File: src/serial_tx_pkg.sv
/*
 * Constants, register map and carrier types for the serial transmitter.
 * Assumes a byte-wide register port and a single 200 MHz clock.
 */
package serial_tx_pkg;

	// ****************************************************************
	// register map
	// ****************************************************************
	localparam logic [7:0] ADDR_CONTROL_ONE   = 8'h13;
	localparam logic [7:0] ADDR_CONTROL_TWO   = 8'h14;
	localparam logic [7:0] ADDR_CONTROL_THREE = 8'h15;
	localparam logic [7:0] ADDR_STATUS_ONE    = 8'h16;
	localparam logic [7:0] ADDR_STATUS_TWO    = 8'h17;
	localparam logic [7:0] ADDR_CHAR_BUFFER   = 8'h18;
	localparam logic [7:0] ADDR_BIT_RATE_SEL  = 8'h19;
	localparam logic [7:0] ADDR_IRQ_STATUS    = 8'h1A;
	localparam logic [7:0] ADDR_IRQ_MASK      = 8'h1B;

	// ****************************************************************
	// field positions
	// ****************************************************************
	localparam int C1_PORT_ENABLE   = 6;
	localparam int C1_TX_INVERT     = 5;
	localparam int C1_NINE_BIT      = 4;
	localparam int C2_EMPTY_IRQ_EN  = 7;
	localparam int C2_TX_ENABLE     = 3;
	localparam int C3_TX_NINTH_BIT  = 6;
	localparam int S1_BUFFER_EMPTY  = 7;
	localparam int S1_TX_COMPLETE   = 6;
	localparam int IRQ_BIT_EMPTY    = 0;
	localparam int IRQ_BIT_DONE     = 1;

	// ****************************************************************
	// reset values and masks
	// ****************************************************************
	localparam logic [7:0] RST_CONTROL = 8'h00;
	localparam logic [7:0] C3_WR_MASK  = 8'h4F;
	localparam logic [7:0] BR_WR_MASK  = 8'h37;
	localparam logic [1:0] IRQ_MASK_W  = 2'h3;

	// ****************************************************************
	// timing
	// ****************************************************************
	localparam int CLK_MHZ       = 200;
	localparam int BASE_DIV      = 16;   // clocks per base period; pre_limit + 1 periods per base tick
	localparam int FRAME_MAX     = 11;   // start, nine data, stop
	localparam logic [3:0] SHIFT_W8  = 4'h9;  // start + 8 data
	localparam logic [3:0] SHIFT_W9  = 4'hA;  // start + 9 data

	typedef enum {ST_IDLE, ST_PREAMBLE, ST_SHIFT} tx_state_t;

	typedef struct packed {
		logic [7:0] addr;
		logic [7:0] wdata;
		logic       wr;
		logic       rd;
	} reg_req_t;

	typedef struct packed {
		logic [7:0]  control_one;
		logic [7:0]  control_two;
		logic [7:0]  control_three;
		logic [7:0]  bit_rate_select;
		logic [7:0]  char_buffer;
		logic        buffer_empty;
		logic        status_read_armed;
		logic [1:0]  irq_status;
		logic [1:0]  irq_mask;
		logic [7:0]  rdata;
		logic [15:0] prescale;
		logic [7:0]  rate_cnt;
		logic        bit_tick;
		logic [3:0]  bit_cnt;
		logic [10:0] shifter;
		tx_state_t   state;
		logic        line;
		logic        pin_oe;
		logic        irq;
		logic        tx_irq;
	} tx_regs_t;

endpackage
File: src/serial_tx.sv
/*
 * Transmit half of an asynchronous serial port: registers, bit-rate
 * generator, preamble/frame shifter and interrupt logic.
 * Assumes a same-clock register master and one asynchronous reset.
 */
// Implementation choice: strobed register access.
// Overview of operation
// RULE1: a control_one bit picks 8 or 9 data bits per character.
// RULE2: in 9-bit mode the ninth bit comes from a control_three bit.
// RULE3: char_buffer is a write-only holding buffer ahead of the shifter.
// RULE4: software sets port enable, then transmitter enable, before use.
// RULE5: empty flag clears only on status read followed by buffer write.
// RULE6: a transmission opens with an all-high preamble character.
// RULE7: each frame gets a low start bit and a high stop bit.
// RULE8: the empty flag sets when the buffer hands over to the shifter.
// RULE9: an interrupt is raised while empty flag and its enable are set.
// RULE10: the output rests high whenever nothing is being shifted.
// RULE11: clearing port enable releases the shared pin at once.
// RULE12: transmit timing comes from the shared bit-rate generator.
// RULE13: frames use the mark/space non-return-to-zero format.
// RULE14: the bit-rate generator offers thirty-two selectable rates.
// RULE15: software can invert the polarity of the output.
// RULE16: the transmit interrupt has its own output line.
// RULE17: data goes out lsb first, one bit period each, stop bit last.
`timescale 1ns/1ps

module serial_tx
	import serial_tx_pkg::*;
(
	input  wire logic       SYS_CLK,
	input  wire logic       ARST_N,
	input  wire logic [7:0] ADDR,
	input  wire logic [7:0] WDATA,
	input  wire logic       WR,
	input  wire logic       RD,
	output logic      [7:0] RDATA,
	output logic            TXD_O,
	output logic            TXD_OE,
	output logic            TX_IRQ,
	output logic            IRQ
);

	// ****************************************************************
	// reset release
	// ****************************************************************
	logic       rst_meta_ff;
	logic       rst_n_ff;
	reg_req_t   req;
	tx_regs_t   st_ff;
	tx_regs_t   nxt_st;

	// two-stage release of the asynchronous reset
	always_ff @(posedge SYS_CLK or negedge ARST_N) begin
		if (!ARST_N) begin
			rst_meta_ff <= 1'b0;
			rst_n_ff    <= 1'b0;
		end else begin
			rst_meta_ff <= 1'b1;
			rst_n_ff    <= rst_meta_ff;
		end
	end

	// bundle the register request
	assign req = '{addr: ADDR, wdata: WDATA, wr: WR, rd: RD};

	// ****************************************************************
	// helpers
	// ****************************************************************
	// prescaler terminal value from the two prescale select bits
	function automatic logic [15:0] pre_limit(input logic [1:0] sel);
		case (sel)
			2'd0:    pre_limit = 16'h0000;
			2'd1:    pre_limit = 16'h0002;
			2'd2:    pre_limit = 16'h0003;
			default: pre_limit = 16'h000C;
		endcase
	endfunction

	// rate divider terminal value, 2^sel base ticks per bit
	function automatic logic [7:0] rate_limit(input logic [2:0] sel);
		rate_limit = 8'((16'h0001 << sel) - 16'h0001);
	endfunction

	// ****************************************************************
	// next state
	// ****************************************************************
	always_comb begin
		logic        en;
		logic        txe;
		logic        nine;
		logic        base_tick;
		logic [15:0] pre_top;
		logic [7:0]  rate_top;
		logic [3:0]  frame_len;
		logic        set_empty;
		logic        clr_empty;
		logic [1:0]  irq_set;
		en        = 1'b0;
		txe       = 1'b0;
		nine      = 1'b0;
		base_tick = 1'b0;
		pre_top   = 16'h0000;
		rate_top  = 8'h00;
		frame_len = 4'h0;
		set_empty = 1'b0;
		clr_empty = 1'b0;
		irq_set   = 2'h0;
		nxt_st    = st_ff;

		en   = st_ff.control_one[C1_PORT_ENABLE];
		txe  = st_ff.control_two[C2_TX_ENABLE];           // RULE4
		nine = st_ff.control_one[C1_NINE_BIT];            // RULE1
		frame_len = nine ? SHIFT_W9 : SHIFT_W8;

		// register writes
		if (req.wr) begin
			case (req.addr)
				ADDR_CONTROL_ONE:   nxt_st.control_one = req.wdata;
				ADDR_CONTROL_TWO:   nxt_st.control_two = req.wdata;
				ADDR_CONTROL_THREE: nxt_st.control_three =
					req.wdata & C3_WR_MASK;
				ADDR_BIT_RATE_SEL:  nxt_st.bit_rate_select =
					req.wdata & BR_WR_MASK;
				ADDR_CHAR_BUFFER: begin
					nxt_st.char_buffer = req.wdata;            // RULE3
					clr_empty = st_ff.status_read_armed;       // RULE5
				end
				ADDR_IRQ_MASK:      nxt_st.irq_mask = req.wdata[1:0];
				default: ;
			endcase
		end

		// status read arms the flag clear, the next buffer write uses it
		if (req.rd && req.addr == ADDR_STATUS_ONE && st_ff.buffer_empty)
			nxt_st.status_read_armed = 1'b1;              // RULE5
		else if (req.wr && req.addr == ADDR_CHAR_BUFFER)
			nxt_st.status_read_armed = 1'b0;

		// read data, answered in the following cycle
		nxt_st.rdata = 8'h00;
		if (req.rd) begin
			case (req.addr)
				ADDR_CONTROL_ONE:   nxt_st.rdata = st_ff.control_one;
				ADDR_CONTROL_TWO:   nxt_st.rdata = st_ff.control_two;
				ADDR_CONTROL_THREE: nxt_st.rdata = st_ff.control_three;
				ADDR_STATUS_ONE: begin
					nxt_st.rdata[S1_BUFFER_EMPTY] = st_ff.buffer_empty;
					nxt_st.rdata[S1_TX_COMPLETE]  =
						st_ff.buffer_empty && st_ff.state == ST_IDLE;
				end
				ADDR_BIT_RATE_SEL:  nxt_st.rdata = st_ff.bit_rate_select;
				ADDR_IRQ_STATUS:    nxt_st.rdata = {6'h00, st_ff.irq_status};
				ADDR_IRQ_MASK:      nxt_st.rdata = {6'h00, st_ff.irq_mask};
				default:            nxt_st.rdata = 8'h00; // write-only or unmapped
			endcase
		end

		// shared bit-rate generator: 4 prescales x 8 dividers
		pre_top  = pre_limit(st_ff.bit_rate_select[5:4]);     // RULE14
		rate_top = rate_limit(st_ff.bit_rate_select[2:0]);    // RULE14
		nxt_st.bit_tick = 1'b0;
		if (!en) begin
			nxt_st.prescale = 16'h0000;
			nxt_st.rate_cnt = 8'h00;
		end else if (st_ff.prescale >=
			16'((pre_top + 16'h0001) * 16'(BASE_DIV) - 16'h0001)) begin
			nxt_st.prescale = 16'h0000;
			base_tick = 1'b1;
		end else begin
			nxt_st.prescale = st_ff.prescale + 16'h0001;
		end
		if (base_tick) begin
			if (st_ff.rate_cnt >= rate_top) begin
				nxt_st.rate_cnt = 8'h00;
				nxt_st.bit_tick = 1'b1;                       // RULE12
			end else begin
				nxt_st.rate_cnt = st_ff.rate_cnt + 8'h01;
			end
		end

		// transmit sequencer
		case (st_ff.state)
			ST_IDLE: begin
				nxt_st.line = 1'b1;                           // RULE10
				if (en && txe && !st_ff.buffer_empty) begin
					nxt_st.state   = ST_PREAMBLE;             // RULE6
					nxt_st.bit_cnt = frame_len + 4'h1;
					nxt_st.shifter = '1;
				end
			end
			ST_PREAMBLE: begin
				nxt_st.line = 1'b1;                           // RULE6
				if (st_ff.bit_tick) begin
					if (st_ff.bit_cnt == 4'h0) begin
						// load {stop, ninth, data, start}
						nxt_st.shifter = {1'b1,
							nine ? st_ff.control_three[C3_TX_NINTH_BIT]
							     : 1'b1,
							st_ff.char_buffer, 1'b0};             // RULE7 RULE2
						if (!nine)
							nxt_st.shifter[9] = 1'b1;
						set_empty = 1'b1;                         // RULE8
						nxt_st.bit_cnt = frame_len;
						nxt_st.state   = ST_SHIFT;
						nxt_st.line    = 1'b0;
					end else begin
						nxt_st.bit_cnt = st_ff.bit_cnt - 4'h1;
					end
				end
			end
			ST_SHIFT: begin
				if (st_ff.bit_tick) begin
					nxt_st.shifter = {1'b1, st_ff.shifter[10:1]}; // RULE17
					nxt_st.line    = st_ff.shifter[1];            // RULE13
					if (st_ff.bit_cnt == 4'h0) begin
						// stop bit has served its period
						if (en && txe && !st_ff.buffer_empty) begin
							nxt_st.shifter = {1'b1,
								nine ? st_ff.control_three[C3_TX_NINTH_BIT]
								     : 1'b1,
								st_ff.char_buffer, 1'b0};         // RULE7 RULE2
							set_empty = 1'b1;                     // RULE8
							nxt_st.bit_cnt = frame_len;
							nxt_st.line    = 1'b0;
						end else begin
							nxt_st.state = ST_IDLE;
							nxt_st.line  = 1'b1;                  // RULE10
						end
					end else begin
						nxt_st.bit_cnt = st_ff.bit_cnt - 4'h1;
					end
				end
			end
			default: nxt_st.state = ST_IDLE;
		endcase

		// port enable low drops the frame and releases the pin
		if (!en) begin
			nxt_st.state = ST_IDLE;                           // RULE11
			nxt_st.line  = 1'b1;
		end
		nxt_st.pin_oe = en;                                   // RULE11

		// empty flag: hardware set wins over the software clear
		if (set_empty)
			nxt_st.buffer_empty = 1'b1;                       // RULE8
		else if (clr_empty)
			nxt_st.buffer_empty = 1'b0;                       // RULE5

		// sticky event bits, write one to clear, set wins
		irq_set[IRQ_BIT_EMPTY] = set_empty;
		irq_set[IRQ_BIT_DONE]  = st_ff.state == ST_SHIFT &&
			nxt_st.state == ST_IDLE;
		if (req.wr && req.addr == ADDR_IRQ_STATUS)
			nxt_st.irq_status = st_ff.irq_status & ~req.wdata[1:0];
		nxt_st.irq_status = nxt_st.irq_status | irq_set;
		nxt_st.irq = |(nxt_st.irq_status & nxt_st.irq_mask & IRQ_MASK_W);

		// transmit request, separate from any receive request
		nxt_st.tx_irq = nxt_st.buffer_empty &&
			nxt_st.control_two[C2_EMPTY_IRQ_EN];              // RULE9 RULE16
	end

	// ****************************************************************
	// state register
	// ****************************************************************
	always_ff @(posedge SYS_CLK or negedge rst_n_ff) begin
		if (!rst_n_ff) begin
			st_ff <= '{
				control_one:       RST_CONTROL,
				control_two:       RST_CONTROL,
				control_three:     RST_CONTROL,
				bit_rate_select:   RST_CONTROL,
				char_buffer:       8'h00,
				buffer_empty:      1'b1,
				status_read_armed: 1'b0,
				irq_status:        2'h0,
				irq_mask:          2'h0,
				rdata:             8'h00,
				prescale:          16'h0000,
				rate_cnt:          8'h00,
				bit_tick:          1'b0,
				bit_cnt:           4'h0,
				shifter:           '1,
				state:             ST_IDLE,
				line:              1'b1,
				pin_oe:            1'b0,
				irq:               1'b0,
				tx_irq:            1'b0
			};
		end else begin
			st_ff <= nxt_st;
		end
	end

	// ****************************************************************
	// outputs, TXD_O from its own flop, the rest straight from the state register
	// ****************************************************************
	logic txd_ff;

	// polarity select applied in its own flop
	always_ff @(posedge SYS_CLK or negedge rst_n_ff) begin
		if (!rst_n_ff)
			txd_ff <= 1'b1;
		else
			txd_ff <= nxt_st.line ^ nxt_st.control_one[C1_TX_INVERT]; // RULE15
	end

	assign RDATA  = st_ff.rdata;
	assign TXD_O  = txd_ff;
	assign TXD_OE = st_ff.pin_oe;
	assign TX_IRQ = st_ff.tx_irq;
	assign IRQ    = st_ff.irq;

endmodule

File: config.mk
export PLATFORM = sky130hd
export DESIGN_NAME = serial_tx
export DESIGN_NICKNAME = d
export VERILOG_FILES = /design/src/serial_tx_pkg.sv /design/src/serial_tx.sv
export SDC_FILE = /design/constraint.sdc
export NUM_CORES = 1
export LEC_CHECK = 0
export ABC_AREA = 1
export BUFFER_PORTS_ARGS = -buffer_cell sky130_fd_sc_hd__buf_2
export CORE_MARGIN = 2
export CORE_UTILIZATION = 45
export DETAILED_ROUTE_END_ITERATION = 10
export PLACE_DENSITY = 0.63
export SYNTH_ARGS = -nofsm -noshare
export SYNTH_HDL_FRONTEND = slang
export SYNTH_SLANG_ARGS = --single-unit
File: constraint.sdc
create_clock -name SYS_CLK -period 8.1 [get_ports SYS_CLK]
set_input_delay 2.43 -clock SYS_CLK [delete_from_list [all_inputs] [get_ports SYS_CLK]]
set_output_delay 2.43 -clock SYS_CLK [all_outputs]
set_load 0.02 [all_outputs]
* After elaboration in Yosys (flattened, before gate mapping)
Index checks and enable logic that the tools add are counted.
** Operators by class
- Magnitude comparators :: 2
- Bitwise gates (word level) :: 5
- Multiply operators :: 0
- Muxes and demuxes :: 49
- Shifts and indexed selects :: 1
- Equality and inequality tests :: 19
- Reductions and logical operators :: 25
- Add/subtract/negate cells :: 7
- Divide/modulo/power cells :: 0
** Operators by type and width (count)
- $logic_not 32->1 :: 3
- $mux 48 :: 2
- $pmux 32 s3 :: 1
- $mux 44 :: 2
- $eq 8x5->1 const B :: 8
- $mux 47 :: 1
- $pmux 15 s3 :: 1
- $mux 8 :: 5
- $mux 38 :: 1
- $pmux 6 s6 :: 1
- $mux 33 :: 1
- $eq 32x1->1 const B :: 1
- $eq 32x2->1 const B :: 1
- $eq 32x3->1 const B :: 1
- $mux 16 :: 2
- $mux 32 :: 1
- $add 16x1->16 const B :: 1
- $ge 16x16->1 :: 1
- $mux 1 :: 16
- $sub 16x1->16 const B :: 1
- $mux 15 :: 1
- $add 12x1->12 const B :: 1
- $mux 6 :: 2
- $pmux 4 s3 :: 1
- 31 further kinds :: 52
** Storage, ports and cells
- Flip-flop bits (word level) :: 127
- Memory bits (writable) :: 0
- Memories :: 0
- Input port bits :: 20
- Latch bits :: 0
- Memory bits (read-only) :: 0

* Depth between registers and ports, before layout
- Depth in word-level cells :: 12
- Gate-level depth with buffers :: 14
- Mapped depth without buffers :: 14

* Worst setup path before layout
OpenSTA, ideal clock, no wires.
- Path type :: input port to flip-flop
- From :: in ADDR[4]
- To :: reg st_ff[129] in the netlist's numbering
- Slack :: 4.621 ns
- Path buffers :: 0
- Arrival :: 3.355 ns
- Stages :: 7
- Path through :: inv_1 nor2_1 nand2_1 inv_1 nand2_1 nor2_2 mux2_2
** On the way
- Cells in the longest elaborated chain, start to end :: 2
** RTL lines
- start, declared :: RTL line serial_tx.sv:32 : input wire logic [7:0] ADDR,
- $eq 8x5->1 :: RTL line serial_tx.sv:117 : case (req.addr)
- $reduce_and 2->1 (no line)
- end signal, assigned :: RTL line serial_tx.sv:269 : st_ff <= '{
- end signal, assigned :: RTL line serial_tx.sv:292 : st_ff <= nxt_st;
- end, declared :: RTL line serial_tx.sv:49 : tx_regs_t st_ff;
Every way passes these cells.
A chain may end at the register's enable or synchronous reset.

==> qor.log <==
INFO  pwr            power_frac_comb=0.082
INFO  yosys          yosys_warnings=0
INFO  setup_path     timing.critical_path.cells=buf_2, nor2_1, nand2_1, inv_1, nand2_1, nor2_2, o21ai_0, inv_1, nand4_1, nand2_1
INFO  route          drt-initial-drc-count=350
INFO  setup_path     critical_path_peak_fanout=15
INFO  timing         final-setup-viol-count=0
INFO  setup_path     crit_type=input port to flip-flop
INFO  timing         final_max_slew_viol_count=0
INFO  clock_network  cts_num_sinks=126
INFO  pwr            p_clk_frac=0.476
INFO  yosys          syn_area_per_cell=8.54µm²
INFO  setup_path     crit_path_max_incr_delay=0.47ns
INFO  clock_network  cts_clock_pin_slew_for_the_worst_setup_and_hold_paths=0.06ns
INFO  timing         period_share=0.451
INFO  floorplan      floorplan.die_area=14,800µm²
INFO  setup_path     slowest_stage=nor2_2
INFO  clock_network  cts_repair_resize_count=0
INFO  pwr            p_leak=3.52nW
INFO  setup_path     crit-reg2reg-capture=st_ff[52]
INFO  finish         layout-area-overhead-vs-synth=15.8%
INFO  global_route   globalRoute.totalOverflow=0
INFO  route          detailedRoute.firstPassIterationCount=5
INFO  route          detail_route.wirelength=12,700µm
INFO  clock_network  clkLatencyLatePin=0.42ns
INFO  pwr            power.ir.vdd_worst=0.148mV
INFO  floorplan      fp.coreArea=13,700µm²
INFO  finish         drive_gt1_frac=0.140
INFO  timing         worst_pin_slew=0.918ns
INFO  yosys          total_standard_cell_area_after_synthesis=6240µm²
INFO  route          num_vias=4,876
INFO  route          drt-vias-per-instance=4.93
INFO  yosys          synth.distinct_cells=49
INFO  route          wirelength_met1=5660µm
INFO  route          detailroute.wirelength.met2=6240µm
INFO  setup_path     cp-start-kind=input port
INFO  flow_run       cap_violations=0
INFO  yosys          syn_inst=730
INFO  floorplan      floorplan.die.width=122µm
INFO  setup_path     worst_path_most_repeated_cell=nand2_1
INFO  finish         insertedDiodeCount=0
INFO  place          dpl_worst_slack=4.06ns
INFO  setup_path     timing.critical_path.arrival=4.00ns
INFO  timing         slew-limit-headroom=0.388
INFO  place          io_buffers=31
INFO  clock_network  postCtsSetupBuffers=0
INFO  route          wire_per_inst=12.9µm
INFO  pwr            power_switching=0.000403W
INFO  clock_network  cts_max_path_buffers=2
INFO  timing         period_needed=3.65ns
INFO  yosys          synth.yosys.seq_area_share=0.508
INFO  floorplan      placementRows=43
INFO  worst_hold_path min-delay-path-class=flip-flop to async pin
INFO  floorplan      die-height=122µm
INFO  yosys          yosys_register_bits=126
INFO  place          gp_congestion=0.877
INFO  timing         final_hold_viol_count=0
INFO  timing         timing.clock.skew=0.0114ns
INFO  yosys          synth_enable_flop_cells=0
INFO  route          route.met3.wl=683µm
INFO  finish         final-instance-count-excl-fill=990
INFO  pwr            internal_power=0.00121W
INFO  route          detail-route-antenna-nets=0
INFO  setup_path     timing.critical_path.required=8.45ns
INFO  clock_network  holdBufCountCts=0
INFO  global_route   grt_antenna_before_repair=0
INFO  global_route   grt_pass1_wl=21,700µm
INFO  run_status     run_status=finished clean
INFO  finish         nets=837
INFO  timing         timing.final.ws_setup=4.45ns
INFO  yosys          ys_dominant_reg_cell=dfrtp_1
INFO  clock_network  cts_tree=built
INFO  clock_network  htree_levels=4
INFO  yosys          synthArstFlopShare=1.00
INFO  setup_path     setup.worst_path.end_class=flip-flop
INFO  pwr            p_sw_frac=0.250
INFO  place          dp_hpwl=9390µm
INFO  clock_network  cts-buffers-inserted=17
INFO  timing         setup-tns-final=0ns
INFO  setup_path     worst-r2r-cell-count=14
INFO  route          top_layer=met4
INFO  route          drc_errors=0
INFO  timing         grt_setup_unrepaired=no
INFO  global_route   groute.usage.overall=0.188
INFO  setup_path     critical_path.n_buffers_inverters=3
INFO  setup_path     crit-reg2reg-launch=st_ff[100]
INFO  floorplan      initial_standard_cell_utilization_of_the_core=0.455
INFO  pwr            power-per-cell-area=223nW/µm²
INFO  setup_path     worst_path_dominant_cell_family=simple AND/OR/NAND/NOR gates
INFO  setup_path     r2r_setup_slack=5.61ns
INFO  floorplan      pin_count=32
INFO  global_route   grt_pass1_vias=4,762
INFO  pwr            seqPwrFrac=0.442
INFO  timing         achievable-frequency=0.274GHz
INFO  place          place.detailed.instances=959
INFO  global_route   grt_start_max_net_pins=76
INFO  clock_network  ctsRootBufferMaster=clkbuf_16
==> state kept, by name (all words and copies together), names as in the netlist <==
signal       cells
IRQ              1
RDATA            8
TXD_O            1
TXD_OE           1
TX_IRQ           1
nxt_st           1
rst_meta_ff      1
rst_n_ff         1
st_ff          111
==> Yosys cell counts (2+ instances only) <==
master / number / area (µm²)
nand3_1: 43 / 215
nor4_1: 2 / 12.5
nor2_2: 7 / 43.8
nor2_4: 7 / 78.8
o21a_1: 2 / 15.0
xnor2_1: 3 / 26.3
dfstp_2: 13 / 342
o21ai_1: 8 / 40.0
buf_2: 4 / 20.0
a21oi_1: 13 / 65.1
nor2_8: 2 / 40.0
o31ai_1: 3 / 22.5
nor2_1: 63 / 236
nor3b_1: 3 / 22.5
xor2_1: 9 / 78.8
buf_4: 8 / 60.1
nor3_1: 4 / 20.0
buf_6: 4 / 45.0
nand3b_1: 3 / 22.5
o2111ai_1: 2 / 17.5
nand2_4: 4 / 45.0
conb_1: 2 / 7.51
nand3_2: 3 / 30.0
nand2_1: 190 / 713
o21ai_0: 64 / 320
a31oi_1: 7 / 43.8
ha_1: 19 / 238
nand4_1: 7 / 43.8
clkbuf_1: 4 / 15.0
dfrtp_1: 113 / 2830
nand2_2: 5 / 31.3
inv_2: 4 / 15.0
inv_1: 89 / 334
==> final cells by class <==
| cell class | instances | area, µm² |
|---|---|---|
| inverter | 94 | 353 |
| fill | 1288 | 6500 |
| clock inverter | 11 | 140 |
| clock buffer | 20 | 457 |
| multi-input combinational | 527 | 2710 |
| sequential | 126 | 3170 |
| tap | 180 | 225 |
| timing repair buffer | 32 | 163 |
==> metal layers <==
layer,global-route usage,up-vias
met4,0.0675,0
met5,0,-
met3,0.0534,16
met1,0.243,2307
met2,0.302,112
li1,-,2441
==> kinds of logic (layout without fill, tap and decap cells) <==
kind of cell,after synthesis,in the layout,share of synthesized area
AND/OR/NAND/NOR,348,348,0.259
adder cells (fa/ha/maj),19,19,0.0381
other,2,39,0.00120
flip-flops,126,126,0.508
multiplexers,1,1,0.00181
XOR/XNOR,12,12,0.0169
AO/OA/AOI/OAI,108,108,0.0961
buffers and inverters,114,157,0.0791
==> stage by stage <==
stage	hold slack, ns	cell area (µm²)	utilization	power, W
after floorplan	0.331	6370	-	0.000808
after global placement	0.339	6630	0.483	0.000846
after detailed placement	0.340	6630	0.483	0.000852
after CTS	0.353	7220	0.526	0.00162
after global routing	0.359	7220	0.526	0.00168
final	0.337	7220	0.526	0.00161
==> power groups by stage <==
stage	clock (W)	combinational [W]	sequential (W)
after floorplan	0	0.000105	0.000704
after global placement	0	0.000127	0.000720
after detailed placement	0	0.000131	0.000722
after CTS	0.000778	0.000132	0.000711
after global routing	0.000807	0.000155	0.000717
final	0.000766	0.000132	0.000711
==> layout by cell type, fill, tap and decap left out, types with 4 or more instances in the layout <==
| cell type | count |
|---|---|
| dfrtp_1 | 112 |
| o21ai_1 | 8 |
| nor2_2 | 7 |
| nand2_1 | 190 |
| nor3_1 | 4 |
| nor2_1 | 63 |
| nand2_2 | 5 |
| nand2_4 | 4 |
| inv_1 | 89 |
| nand4_1 | 7 |
| conb_1 | 39 |
| a31oi_1 | 7 |
| nand3_1 | 43 |
| o21ai_0 | 64 |
| ha_1 | 19 |
| clkbuf_16 | 17 |
| nor2_4 | 7 |
| xor2_1 | 9 |
| inv_2 | 4 |
| buf_2 | 31 |
| clkinv_2 | 5 |
| a21oi_1 | 13 |
| dfstp_2 | 13 |
==> worst max-delay path by stage <==
stage | depth (start not counted) | to | startpoint
floorplan | 0 | IRQ | rst_n_ff
global placement | 10 | TXD_O | ADDR[7]
detailed placement | 10 | TXD_O | ADDR[7]
CTS | 10 | TXD_O | ADDR[7]
global route | 10 | TXD_O | ADDR[5]
finish | 10 | TXD_O | ADDR[7]
Power figures use the tool's default switching activity.
